## config.mk

```make
export PLATFORM = sky130hd
export DESIGN_NAME = llcc_top
export DESIGN_NICKNAME = d
export VERILOG_FILES = /design/src/rtl/llcc_pkg.sv /design/src/rtl/llcc_div_if.sv /design/src/rtl/llcc_tick_div.sv /design/src/rtl/llcc_ref_select.sv /design/src/rtl/llcc_top.sv
export SDC_FILE = /design/constraint.sdc
export NUM_CORES = 1
export LEC_CHECK = 0
export BUFFER_PORTS_ARGS = -buffer_cell sky130_fd_sc_hd__buf_2
export CORE_MARGIN = 3
export CORE_UTILIZATION = 57
export CTS_BUF_LIST = sky130_fd_sc_hd__clkbuf_2 sky130_fd_sc_hd__clkbuf_4 sky130_fd_sc_hd__clkbuf_8
export CTS_CLUSTER_SIZE = 24
export DETAILED_ROUTE_END_ITERATION = 10
export HOLD_SLACK_MARGIN = 0.03
export PLACE_DENSITY = 0.85
export SYNTH_ARGS = -nofsm -noshare
export SYNTH_HDL_FRONTEND = slang
export SYNTH_SLANG_ARGS = --single-unit
```

## constraint.sdc

```tcl
create_clock -name clk -period 3.1 [get_ports clk]
set_input_delay 0 -clock clk [delete_from_list [all_inputs] [get_ports clk]]
set_output_delay 0 -clock clk [all_outputs]
set_load 0.01 [all_outputs]
```

## src/rtl/llcc_pkg.sv

```systemverilog
// Purpose: shared constants for the locked loop clock configuration block
// Assumes: 16-bit registers, one per 32-bit Wishbone word
// Notes:   byte address of a register is four times its index
package llcc_pkg;
    localparam logic [7:0]  IDX_ENABLE   = 8'h74;
    localparam logic [7:0]  IDX_DIVIDER  = 8'h75;
    localparam logic [7:0]  IDX_FRACTION = 8'h76;
    localparam logic [7:0]  IDX_INTEGER  = 8'h77;
    localparam logic [7:0]  IDX_REFSEL   = 8'h78;
    localparam logic [7:0]  IDX_STATUS   = 8'h7f;
    localparam int          NUM_CFG      = 5;

    // field positions
    localparam int FRACN_BIT  = 2;
    localparam int OSC_BIT    = 1;
    localparam int ENA_BIT    = 0;
    localparam int OUTDIV_LSB = 8;
    localparam int OUTDIV_MSB = 13;
    localparam int RATE_LSB   = 4;
    localparam int RATE_MSB   = 6;
    localparam int RATIO_LSB  = 0;
    localparam int RATIO_MSB  = 2;
    localparam int FRAC_LSB   = 0;
    localparam int FRAC_MSB   = 15;
    localparam int INT_LSB    = 5;
    localparam int INT_MSB    = 14;
    localparam int GAIN_LSB   = 0;
    localparam int GAIN_MSB   = 3;
    localparam int PREDIV_LSB = 3;
    localparam int PREDIV_MSB = 4;
    localparam int SRC_LSB    = 0;
    localparam int SRC_MSB    = 1;

    // reset values and writable-bit masks, indexed by slot
    localparam logic [15:0] CFG_RESET [NUM_CFG] =
        '{16'h0000, 16'h0007, 16'h0000, 16'h2ee0, 16'h0000};
    localparam logic [15:0] CFG_MASK [NUM_CFG] =
        '{16'h0007, 16'h3f77, 16'hffff, 16'h7fef, 16'h001b};

    localparam logic [5:0] OUTDIV_MIN = 6'h03;
    localparam logic [3:0] GAIN_MAX   = 4'h8;
    localparam logic [1:0] SRC_MASTER = 2'h0;
    localparam logic [1:0] SRC_BIT    = 2'h1;
    localparam logic [1:0] SRC_FRAME  = 2'h2;

    typedef enum logic [1:0] {
        LS_OFF = 2'b00,
        LS_OSC = 2'b01,
        LS_RUN = 2'b11
    } llcc_state_t;
endpackage

```

## src/rtl/llcc_div_if.sv

```systemverilog
// Purpose: carries one tick divider's controls and its output pulse
// Assumes: all signals in the clk domain
// Notes:   max is the division ratio minus one
interface llcc_div_if;
    logic       en;
    logic       tick;
    logic [5:0] max;
    logic       pulse;
    modport div (input en, input tick, input max, output pulse);
    modport ctl (output en, output tick, output max, input pulse);
endinterface

```

## src/rtl/llcc_tick_div.sv

```systemverilog
// Purpose: divides a stream of one-cycle ticks by max plus one
// Assumes: ticks are one clk cycle wide
// Notes:   pulse lags the final tick of each period by one cycle
module llcc_tick_div (
    input  wire logic clk,
    input  wire logic rst_b,
    llcc_div_if.div   d
);
    logic [5:0] cnt_r;

    always_ff @(posedge clk or negedge rst_b) begin
        if (!rst_b) begin
            cnt_r   <= 6'h00;
            d.pulse <= 1'b0;
        end else if (!d.en) begin
            cnt_r   <= 6'h00;
            d.pulse <= 1'b0;
        end else if (d.tick) begin
            // >= so a ratio lowered mid-period cannot strand the count
            if (cnt_r >= d.max) begin
                cnt_r   <= 6'h00;
                d.pulse <= 1'b1;
            end else begin
                cnt_r   <= cnt_r + 6'h01;
                d.pulse <= 1'b0;
            end
        end else begin
            d.pulse <= 1'b0;
        end
    end
endmodule // llcc_tick_div

```

## src/rtl/llcc_ref_select.sv

```systemverilog
// Purpose: picks the reference clock input and marks its rising edges
// Assumes: clock inputs are already synchronous to clk
// Notes:   reserved source code gives no edges at all
module llcc_ref_select
    import llcc_pkg::*;
(
    input  wire logic       clk,
    input  wire logic       rst_b,
    input  wire logic       mclk,
    input  wire logic       bclk,
    input  wire logic       lrclk,
    input  wire logic [1:0] src,
    output logic            ref_edge
);
    logic sel_lvl;
    logic prev_r;

    always_comb begin
        case (src)
            SRC_MASTER: sel_lvl = mclk;
            SRC_BIT:    sel_lvl = bclk;
            SRC_FRAME:  sel_lvl = lrclk;
            default:    sel_lvl = 1'b0;
        endcase
    end

    always_ff @(posedge clk or negedge rst_b) begin
        if (!rst_b) begin
            prev_r   <= 1'b0;
            ref_edge <= 1'b0;
        end else begin
            prev_r   <= sel_lvl;
            ref_edge <= sel_lvl & ~prev_r;
        end
    end
endmodule // llcc_ref_select

```

## src/rtl/llcc_top.sv

```systemverilog
// Purpose: register file and clock dividers of the frequency locked loop
// Assumes: classic Wishbone slave, 32-bit data, 16-bit registers
// Notes:   oscillator itself is outside; osc_tick marks its cycles
//
// What this block does
// - bit 2 picks integer or fractional mode
// - oscillator enable only counts in free-run
// - bit 0 turns loop on, off by default
// - output divider divides by code plus one; codes below 3 give no output
// - control rate divides oscillator by code plus one
// - ratio divider: 1, 2, 4, 8, else 16
// - sixteen-bit fractional multiplier, top bit half
// - ten-bit integer multiplier, default 0x177
// - error gain is two to the code
// - reference pre-divider by 1, 2, 4, 8
// - source: master, bit, frame clock; 11 reserved
//
// Register access over Wishbone was chosen for this implementation.
module llcc_top
    import llcc_pkg::*;
(
    input  wire logic        clk,
    input  wire logic        rst_b,
    input  wire logic        wb_cyc,
    input  wire logic        wb_stb,
    input  wire logic        wb_we,
    input  wire logic [31:0] wb_adr,
    input  wire logic [3:0]  wb_sel,
    input  wire logic [31:0] wb_dat_wr,
    output logic [31:0]      wb_dat_rd,
    output logic             wb_ack,
    input  wire logic        mclk,
    input  wire logic        bclk,
    input  wire logic        lrclk,
    input  wire logic        osc_tick,
    input  wire logic        free_run,
    output logic             osc_run,
    output logic             loop_run,
    output logic             frac_mode,
    output logic [15:0]      frac_mult,
    output logic [9:0]       int_mult,
    output logic [3:0]       gain_shift,
    output logic [4:0]       osc_ratio,
    output logic             ref_tick,
    output logic             ratio_tick,
    output logic             ctrl_tick,
    output logic             loop_out_tick
);
    import llcc_pkg::*;

    logic [15:0] cfg_r [NUM_CFG];
    llcc_state_t state_r;
    llcc_state_t state_nxt;
    logic [4:0]  osc_ratio_r;
    logic [3:0]  gain_shift_r;

    logic [7:0]  idx;
    logic        in_page;
    logic        cfg_hit;
    logic [2:0]  slot;
    logic        req;
    logic        wr_go;
    logic [15:0] lane_mask;
    logic [15:0] rdata;
    logic        ref_edge;

    logic        loop_enable;
    logic        free_run_osc_enable;
    logic        fractional_mode_enable;
    logic [5:0]  output_divider;
    logic [2:0]  control_rate_divider;
    logic [2:0]  osc_ratio_divider;
    logic [15:0] fractional_multiplier;
    logic [9:0]  integer_multiplier;
    logic [3:0]  error_gain;
    logic [1:0]  reference_predivider;
    logic [1:0]  reference_source_select;
    logic        outdiv_ok;
    logic        src_ok;

    // bus decode
    assign idx       = wb_adr[9:2];
    assign in_page   = (wb_adr[31:10] == 22'h0) && (wb_adr[1:0] == 2'b00);
    assign cfg_hit   = in_page && (idx >= IDX_ENABLE) && (idx <= IDX_REFSEL);
    assign slot      = 3'(idx - IDX_ENABLE);
    assign req       = wb_cyc && wb_stb && !wb_ack;
    assign wr_go     = req && wb_we && cfg_hit;
    // sel[3:2] unused: registers are only sixteen bits wide
    assign lane_mask = {{8{wb_sel[1]}}, {8{wb_sel[0]}}};

    // field views of the register file
    assign fractional_mode_enable  = cfg_r[0][FRACN_BIT];
    assign free_run_osc_enable     = cfg_r[0][OSC_BIT];
    assign loop_enable             = cfg_r[0][ENA_BIT];
    assign output_divider          = cfg_r[1][OUTDIV_MSB:OUTDIV_LSB];
    assign control_rate_divider    = cfg_r[1][RATE_MSB:RATE_LSB];
    assign osc_ratio_divider       = cfg_r[1][RATIO_MSB:RATIO_LSB];
    assign fractional_multiplier   = cfg_r[2][FRAC_MSB:FRAC_LSB];
    assign integer_multiplier      = cfg_r[3][INT_MSB:INT_LSB];
    assign error_gain              = cfg_r[3][GAIN_MSB:GAIN_LSB];
    assign reference_predivider    = cfg_r[4][PREDIV_MSB:PREDIV_LSB];
    assign reference_source_select = cfg_r[4][SRC_MSB:SRC_LSB];

    // reserved codes are stored as written but never run the divider
    assign outdiv_ok = (output_divider >= OUTDIV_MIN);
    assign src_ok    = (reference_source_select != 2'b11);

    // register file: only documented bits are kept, the rest read zero
    always_ff @(posedge clk or negedge rst_b) begin
        if (!rst_b) begin
            for (int i = 0; i < NUM_CFG; i++) begin
                cfg_r[i] <= CFG_RESET[i];
            end
        end else if (wr_go) begin
            cfg_r[slot] <= ((cfg_r[slot] & ~lane_mask)
                | (wb_dat_wr[15:0] & lane_mask)) & CFG_MASK[slot];
        end
    end

    always_comb begin
        rdata = 16'h0000;
        if (cfg_hit) begin
            rdata = cfg_r[slot];
        end else if (in_page && idx == IDX_STATUS) begin
            rdata = {12'h000, src_ok, outdiv_ok, state_r};
        end
    end

    // one wait state; unmapped addresses still ack and read zero
    always_ff @(posedge clk or negedge rst_b) begin
        if (!rst_b) begin
            wb_ack    <= 1'b0;
            wb_dat_rd <= 32'h0000_0000;
        end else begin
            wb_ack    <= req;
            wb_dat_rd <= (req && !wb_we) ? {16'h0000, rdata} : 32'h0000_0000;
        end
    end

    // loop state: in locked modes the oscillator enable is ignored
    // free-run loop without its oscillator has no clock, so stays off
    always_comb begin
        state_nxt = LS_OFF;
        case ({free_run, free_run_osc_enable, loop_enable})
            3'b001, 3'b011: state_nxt = LS_RUN;
            3'b111:         state_nxt = LS_RUN;
            3'b110:         state_nxt = LS_OSC;
            default:        state_nxt = LS_OFF;
        endcase
    end

    always_ff @(posedge clk or negedge rst_b) begin
        if (!rst_b) begin
            state_r <= LS_OFF;
        end else begin
            state_r <= state_nxt;
        end
    end

    assign osc_run  = (state_r != LS_OFF);
    assign loop_run = (state_r == LS_RUN);

    // analogue-facing settings
    always_ff @(posedge clk or negedge rst_b) begin
        if (!rst_b) begin
            osc_ratio_r  <= 5'h10;
            gain_shift_r <= 4'h0;
        end else begin
            osc_ratio_r <= osc_ratio_divider[2] ? 5'h10
                : 5'(5'h01 << osc_ratio_divider[1:0]);
            // undefined codes above x256 saturate there
            gain_shift_r <= (error_gain > GAIN_MAX)
                ? GAIN_MAX : error_gain;
        end
    end

    assign frac_mode  = fractional_mode_enable;
    assign frac_mult  = fractional_multiplier;
    assign int_mult   = integer_multiplier;
    assign gain_shift = gain_shift_r;
    assign osc_ratio  = osc_ratio_r;

    // dividers
    // counters clear while the loop is off, so each enable starts clean
    llcc_div_if pre_div ();
    llcc_div_if rat_div ();
    llcc_div_if rate_div ();
    llcc_div_if out_div ();

    llcc_ref_select u_ref_select (
        .clk      (clk),
        .rst_b    (rst_b),
        .mclk     (mclk),
        .bclk     (bclk),
        .lrclk    (lrclk),
        .src      (reference_source_select),
        .ref_edge (ref_edge)
    );

    assign pre_div.en   = loop_run;
    assign pre_div.tick = ref_edge;
    assign pre_div.max  = 6'((6'h01 << reference_predivider) - 6'h01);

    assign rat_div.en   = loop_run;
    assign rat_div.tick = osc_tick;
    assign rat_div.max  = 6'(osc_ratio_r - 5'h01);

    assign rate_div.en   = loop_run;
    assign rate_div.tick = osc_tick;
    assign rate_div.max  = {3'b000, control_rate_divider};

    assign out_div.en   = loop_run && outdiv_ok;
    assign out_div.tick = osc_tick;
    assign out_div.max  = output_divider;

    llcc_tick_div u_pre_div (
        .clk   (clk),
        .rst_b (rst_b),
        .d     (pre_div.div)
    );

    llcc_tick_div u_rat_div (
        .clk   (clk),
        .rst_b (rst_b),
        .d     (rat_div.div)
    );

    llcc_tick_div u_rate_div (
        .clk   (clk),
        .rst_b (rst_b),
        .d     (rate_div.div)
    );

    llcc_tick_div u_out_div (
        .clk   (clk),
        .rst_b (rst_b),
        .d     (out_div.div)
    );

    assign ref_tick      = pre_div.pulse;
    assign ratio_tick    = rat_div.pulse;
    assign ctrl_tick     = rate_div.pulse;
    assign loop_out_tick = out_div.pulse;

    // checks
    logic [6:0] out_seen_r;
    logic       out_armed_r;

    // counts oscillator ticks between output pulses
    always_ff @(posedge clk or negedge rst_b) begin
        if (!rst_b) begin
            out_seen_r  <= 7'h00;
            out_armed_r <= 1'b0;
        end else begin
            if (loop_out_tick) begin
                out_seen_r <= {6'h00, osc_tick};
            end else if (osc_tick) begin
                out_seen_r <= out_seen_r + 7'h01;
            end
            if (!out_div.en || (wr_go && idx == IDX_DIVIDER)) begin
                out_armed_r <= 1'b0;
            end else if (loop_out_tick) begin
                out_armed_r <= 1'b1;
            end
        end
    end
endmodule // llcc_top

```

==> out/metrics.csv <==
metric;value;unit
outcome;finished, final reports clean;
Worst VDD drop;259;uV
Post-synth EDFFs;0;
Final TNS setup;0;ns
total grt overflow;0;
Setup WS post-layout;0.836;ns
setup bufs post-CTS;0;
hold crit path type;input port to flip-flop;
Max Root-Sink Buffers;2;
Worst Skew;0.00917;ns
Ports;153;
delay of the slowest cell on the worst path;0.69;ns
worst relative slew slack;0.436;
cell internal pwr;2.72;mW
Post-CTS Resized;0;
non-filler cells, final;1021;
Worst Path Arrival;2.61;ns
CP Capture Type;flip-flop;
Max Cap Violations;0;
# setup viols final;0;
Max Freq;0.442;GHz
min Tclk post-route;2.26;ns
pwr dens;432;mW/mm^2
Clk pin slew, worst setup/hold paths;0.08;ns
initial antenna violation count;0;
register share of total power;0.504;
cts bufs inserted;17;
area of the multi-input gates;0.00315;sq mm
total power;3.58;mW
Post-synth ARST share;1.00;
Routed Wire Length;17400;um
hold_ws;0.0629;ns
Slew @ Worst Pin;0.846;ns
initial core utilization;0.588;
gr usage total;0.261;
NumNets Final;949;
Core Rows;40;
antenna cells;0;
Avg Vias per Cell;5.73;
maximum number of pins on one net before global-route repair;95;
fillers;927;
critical path data required time;3.45;ns
Placement Cell Area;0.00763;sq mm
Sw Ratio;0.239;
Switch Pwr;0.856;mW
first-pass GRT wire length;29100;um
yosys warns;0;
most common cell after layout, fill and taps aside;dfrtp_1;
fin util;0.684;
Placed Cells;967;
RSZ-0062 raised after global routing;no;
fin area;0.00828;sq mm
final hold vios;0;
combinational fraction of design power;0.058;
root buf cell;clkbuf_8;
Syn Std Cell Area;0.00713;sq mm
Core Box Area;0.0121;sq mm
CTS sink cnt;138;
Synth Flop Type;dfrtp_1;
WP buf/inv;3;
worst path cell trace;dlygate4sd3_1, buf_2, nor3_4, dlygate4sd3_1, nand2_4, or4_4, and2_2;
CTS tree;done;
vias in the first global route;5825;
Die Y;118;um
Clk pwr share;0.439;
leakage power;4.06;nW
synth unique cells;58;
Vias;5852;
Top Family by Delay on Critical Path;buffers and inverters;
Crit path top cell by count;dlygate4sd3_1;
Max FO, Critical Path;16;
Worst path slowest cell;or4_4;
H-Tree Depth;4;
hpwl dp;12000;um
commonest cells after routing, fill and taps aside;127 x dfrtp_1, 117 x buf_2, 96 x nand2_1;
Reg area;0.00347;sq mm
Syn-to-layout area delta;16.2;%
Cells after Synth;727;
CP Class;input port to flip-flop;
count of pins over their slew limit;0;
latest clock arrival within the worst-skew pair;0.46;ns
Hold-fix buffers, CTS;22;
Seq/Total Area, Yosys;0.486;
Yosys reg bits;138;
initial DRC count;540;
CP startpoint kind;input port;
antenna violation net count after detailed routing;0;
syn avg cell area;9.80;sq um
Die Wd;118;um
fin crit share;0.730;
GP Congestion;0.836;
die area;0.0139;sq mm
Routed WL per cell;17.1;um
worst slack, placed;0.886;ns
Remaining DRCs;0;
input/output buffers;118;
share of cells above drive strength 1;0.234;
TritonRoute pass-1 iters;5;
-- metal layers --
metal	share of wire	track usage	vias up	wire (um)
li1	-	-	2707	-
met5	0	0	-	0
met1	0.42	0.348	2851	7330
met4	0.021	0.0952	0	371
met3	0.067	0.0524	37	1160
met2	0.49	0.426	257	8540
-- synth_stat cells (6+ instances only) --
cell	number	area share
nand2_1	96	0.051
inv_1	28	0.015
nor3_1	7	0.0049
dfstp_2	11	0.041
mux2i_1	17	0.024
a21oi_1	20	0.014
nor2_1	48	0.025
a22oi_1	16	0.017
o21ai_0	77	0.054
dfrtp_1	127	0.45
a21o_1	7	0.0074
nand3_1	22	0.015
ha_1	31	0.054
nor2b_1	9	0.0079
o221ai_1	7	0.0086
buf_4	42	0.044
and2_4	10	0.012
and3_1	7	0.0061
nand4_1	7	0.0061
clkbuf_1	23	0.012
xor2_1	6	0.0074
and2_1	12	0.011
nor4_1	8	0.0070
-- flip-flops by register name, indices dropped and copies added (netlist names) --
register,flops
cfg_r,53
frac_mult,16
wb_dat_rd,16
int_mult,10
u_out_div.cnt_r,6
u_pre_div.cnt_r,6
u_rat_div.cnt_r,6
u_rate_div.cnt_r,6
osc_ratio,5
gain_shift,4
state_r,2
frac_mode,1
u_out_div.d.pulse,1
u_pre_div.d.pulse,1
u_rat_div.d.pulse,1
u_rate_div.d.pulse,1
u_ref_select.prev_r,1
u_ref_select.ref_edge,1
wb_ack,1
-- worst register-to-register path, stage by stage (launching register included) --
cell and delay (ns):
dfrtp_1 0.41, inv_1 0.09, ha_1 0.18, nand2_1 0.07
xor2_1 0.14, ha_1 0.28, a21o_1 0.18, a221oi_1 0.28
buf_4 0.19, nand3_1 0.11, o21ai_0 0.21
-- power by group through the flow --
stage	registers [mW]	logic [mW]	clock network, mW
after detailed placement	1.84	0.186	0
after global routing	1.80	0.228	1.65
after CTS	1.80	0.205	1.58
after floorplan	1.84	0.0936	0
after global placement	1.84	0.183	0
final	1.80	0.207	1.57
-- cell type report --
class	instances	share of cell area
inverters	30	0.0136
multi-input cells	502	0.381
clock inverters	13	0.0202
clock buffers	19	0.0316
repair buffers	151	0.110
flip-flops and latches	138	0.419
well taps	168	0.0254
-- path summary, 6_finish.rpt --
path,from,end,slack [ns],cells after the start
min reg2reg,u_ref_select.prev_r,u_ref_select.ref_edge,0.41,1
min in group asynchronous,rst_b,u_ref_select.ref_edge,0.20,2
max in group asynchronous,rst_b,int_mult[2],2.09,3
max,wb_adr[14],cfg_r[15],0.84,7
min,wb_dat_wr[11],cfg_r[75],0.06,3
max reg2reg,osc_ratio[0],u_rat_div.cnt_r[5],0.87,10
-- cells by family (layout without fill, tap and decap cells) --
| family | count (synthesis) | after routing | synth area share |
|---|---|---|---|
| mux | 25 | 25 | 0.0444 |
| fa+ha+maj | 31 | 31 | 0.0544 |
| compound gates | 156 | 156 | 0.133 |
| other cells | 2 | 18 | 0.00105 |
| simple gates | 262 | 262 | 0.189 |
| flops | 138 | 138 | 0.486 |
| xor+xnor | 10 | 10 | 0.0123 |
| buf+inv | 103 | 213 | 0.0795 |
Power figures use the tool's default switching activity.
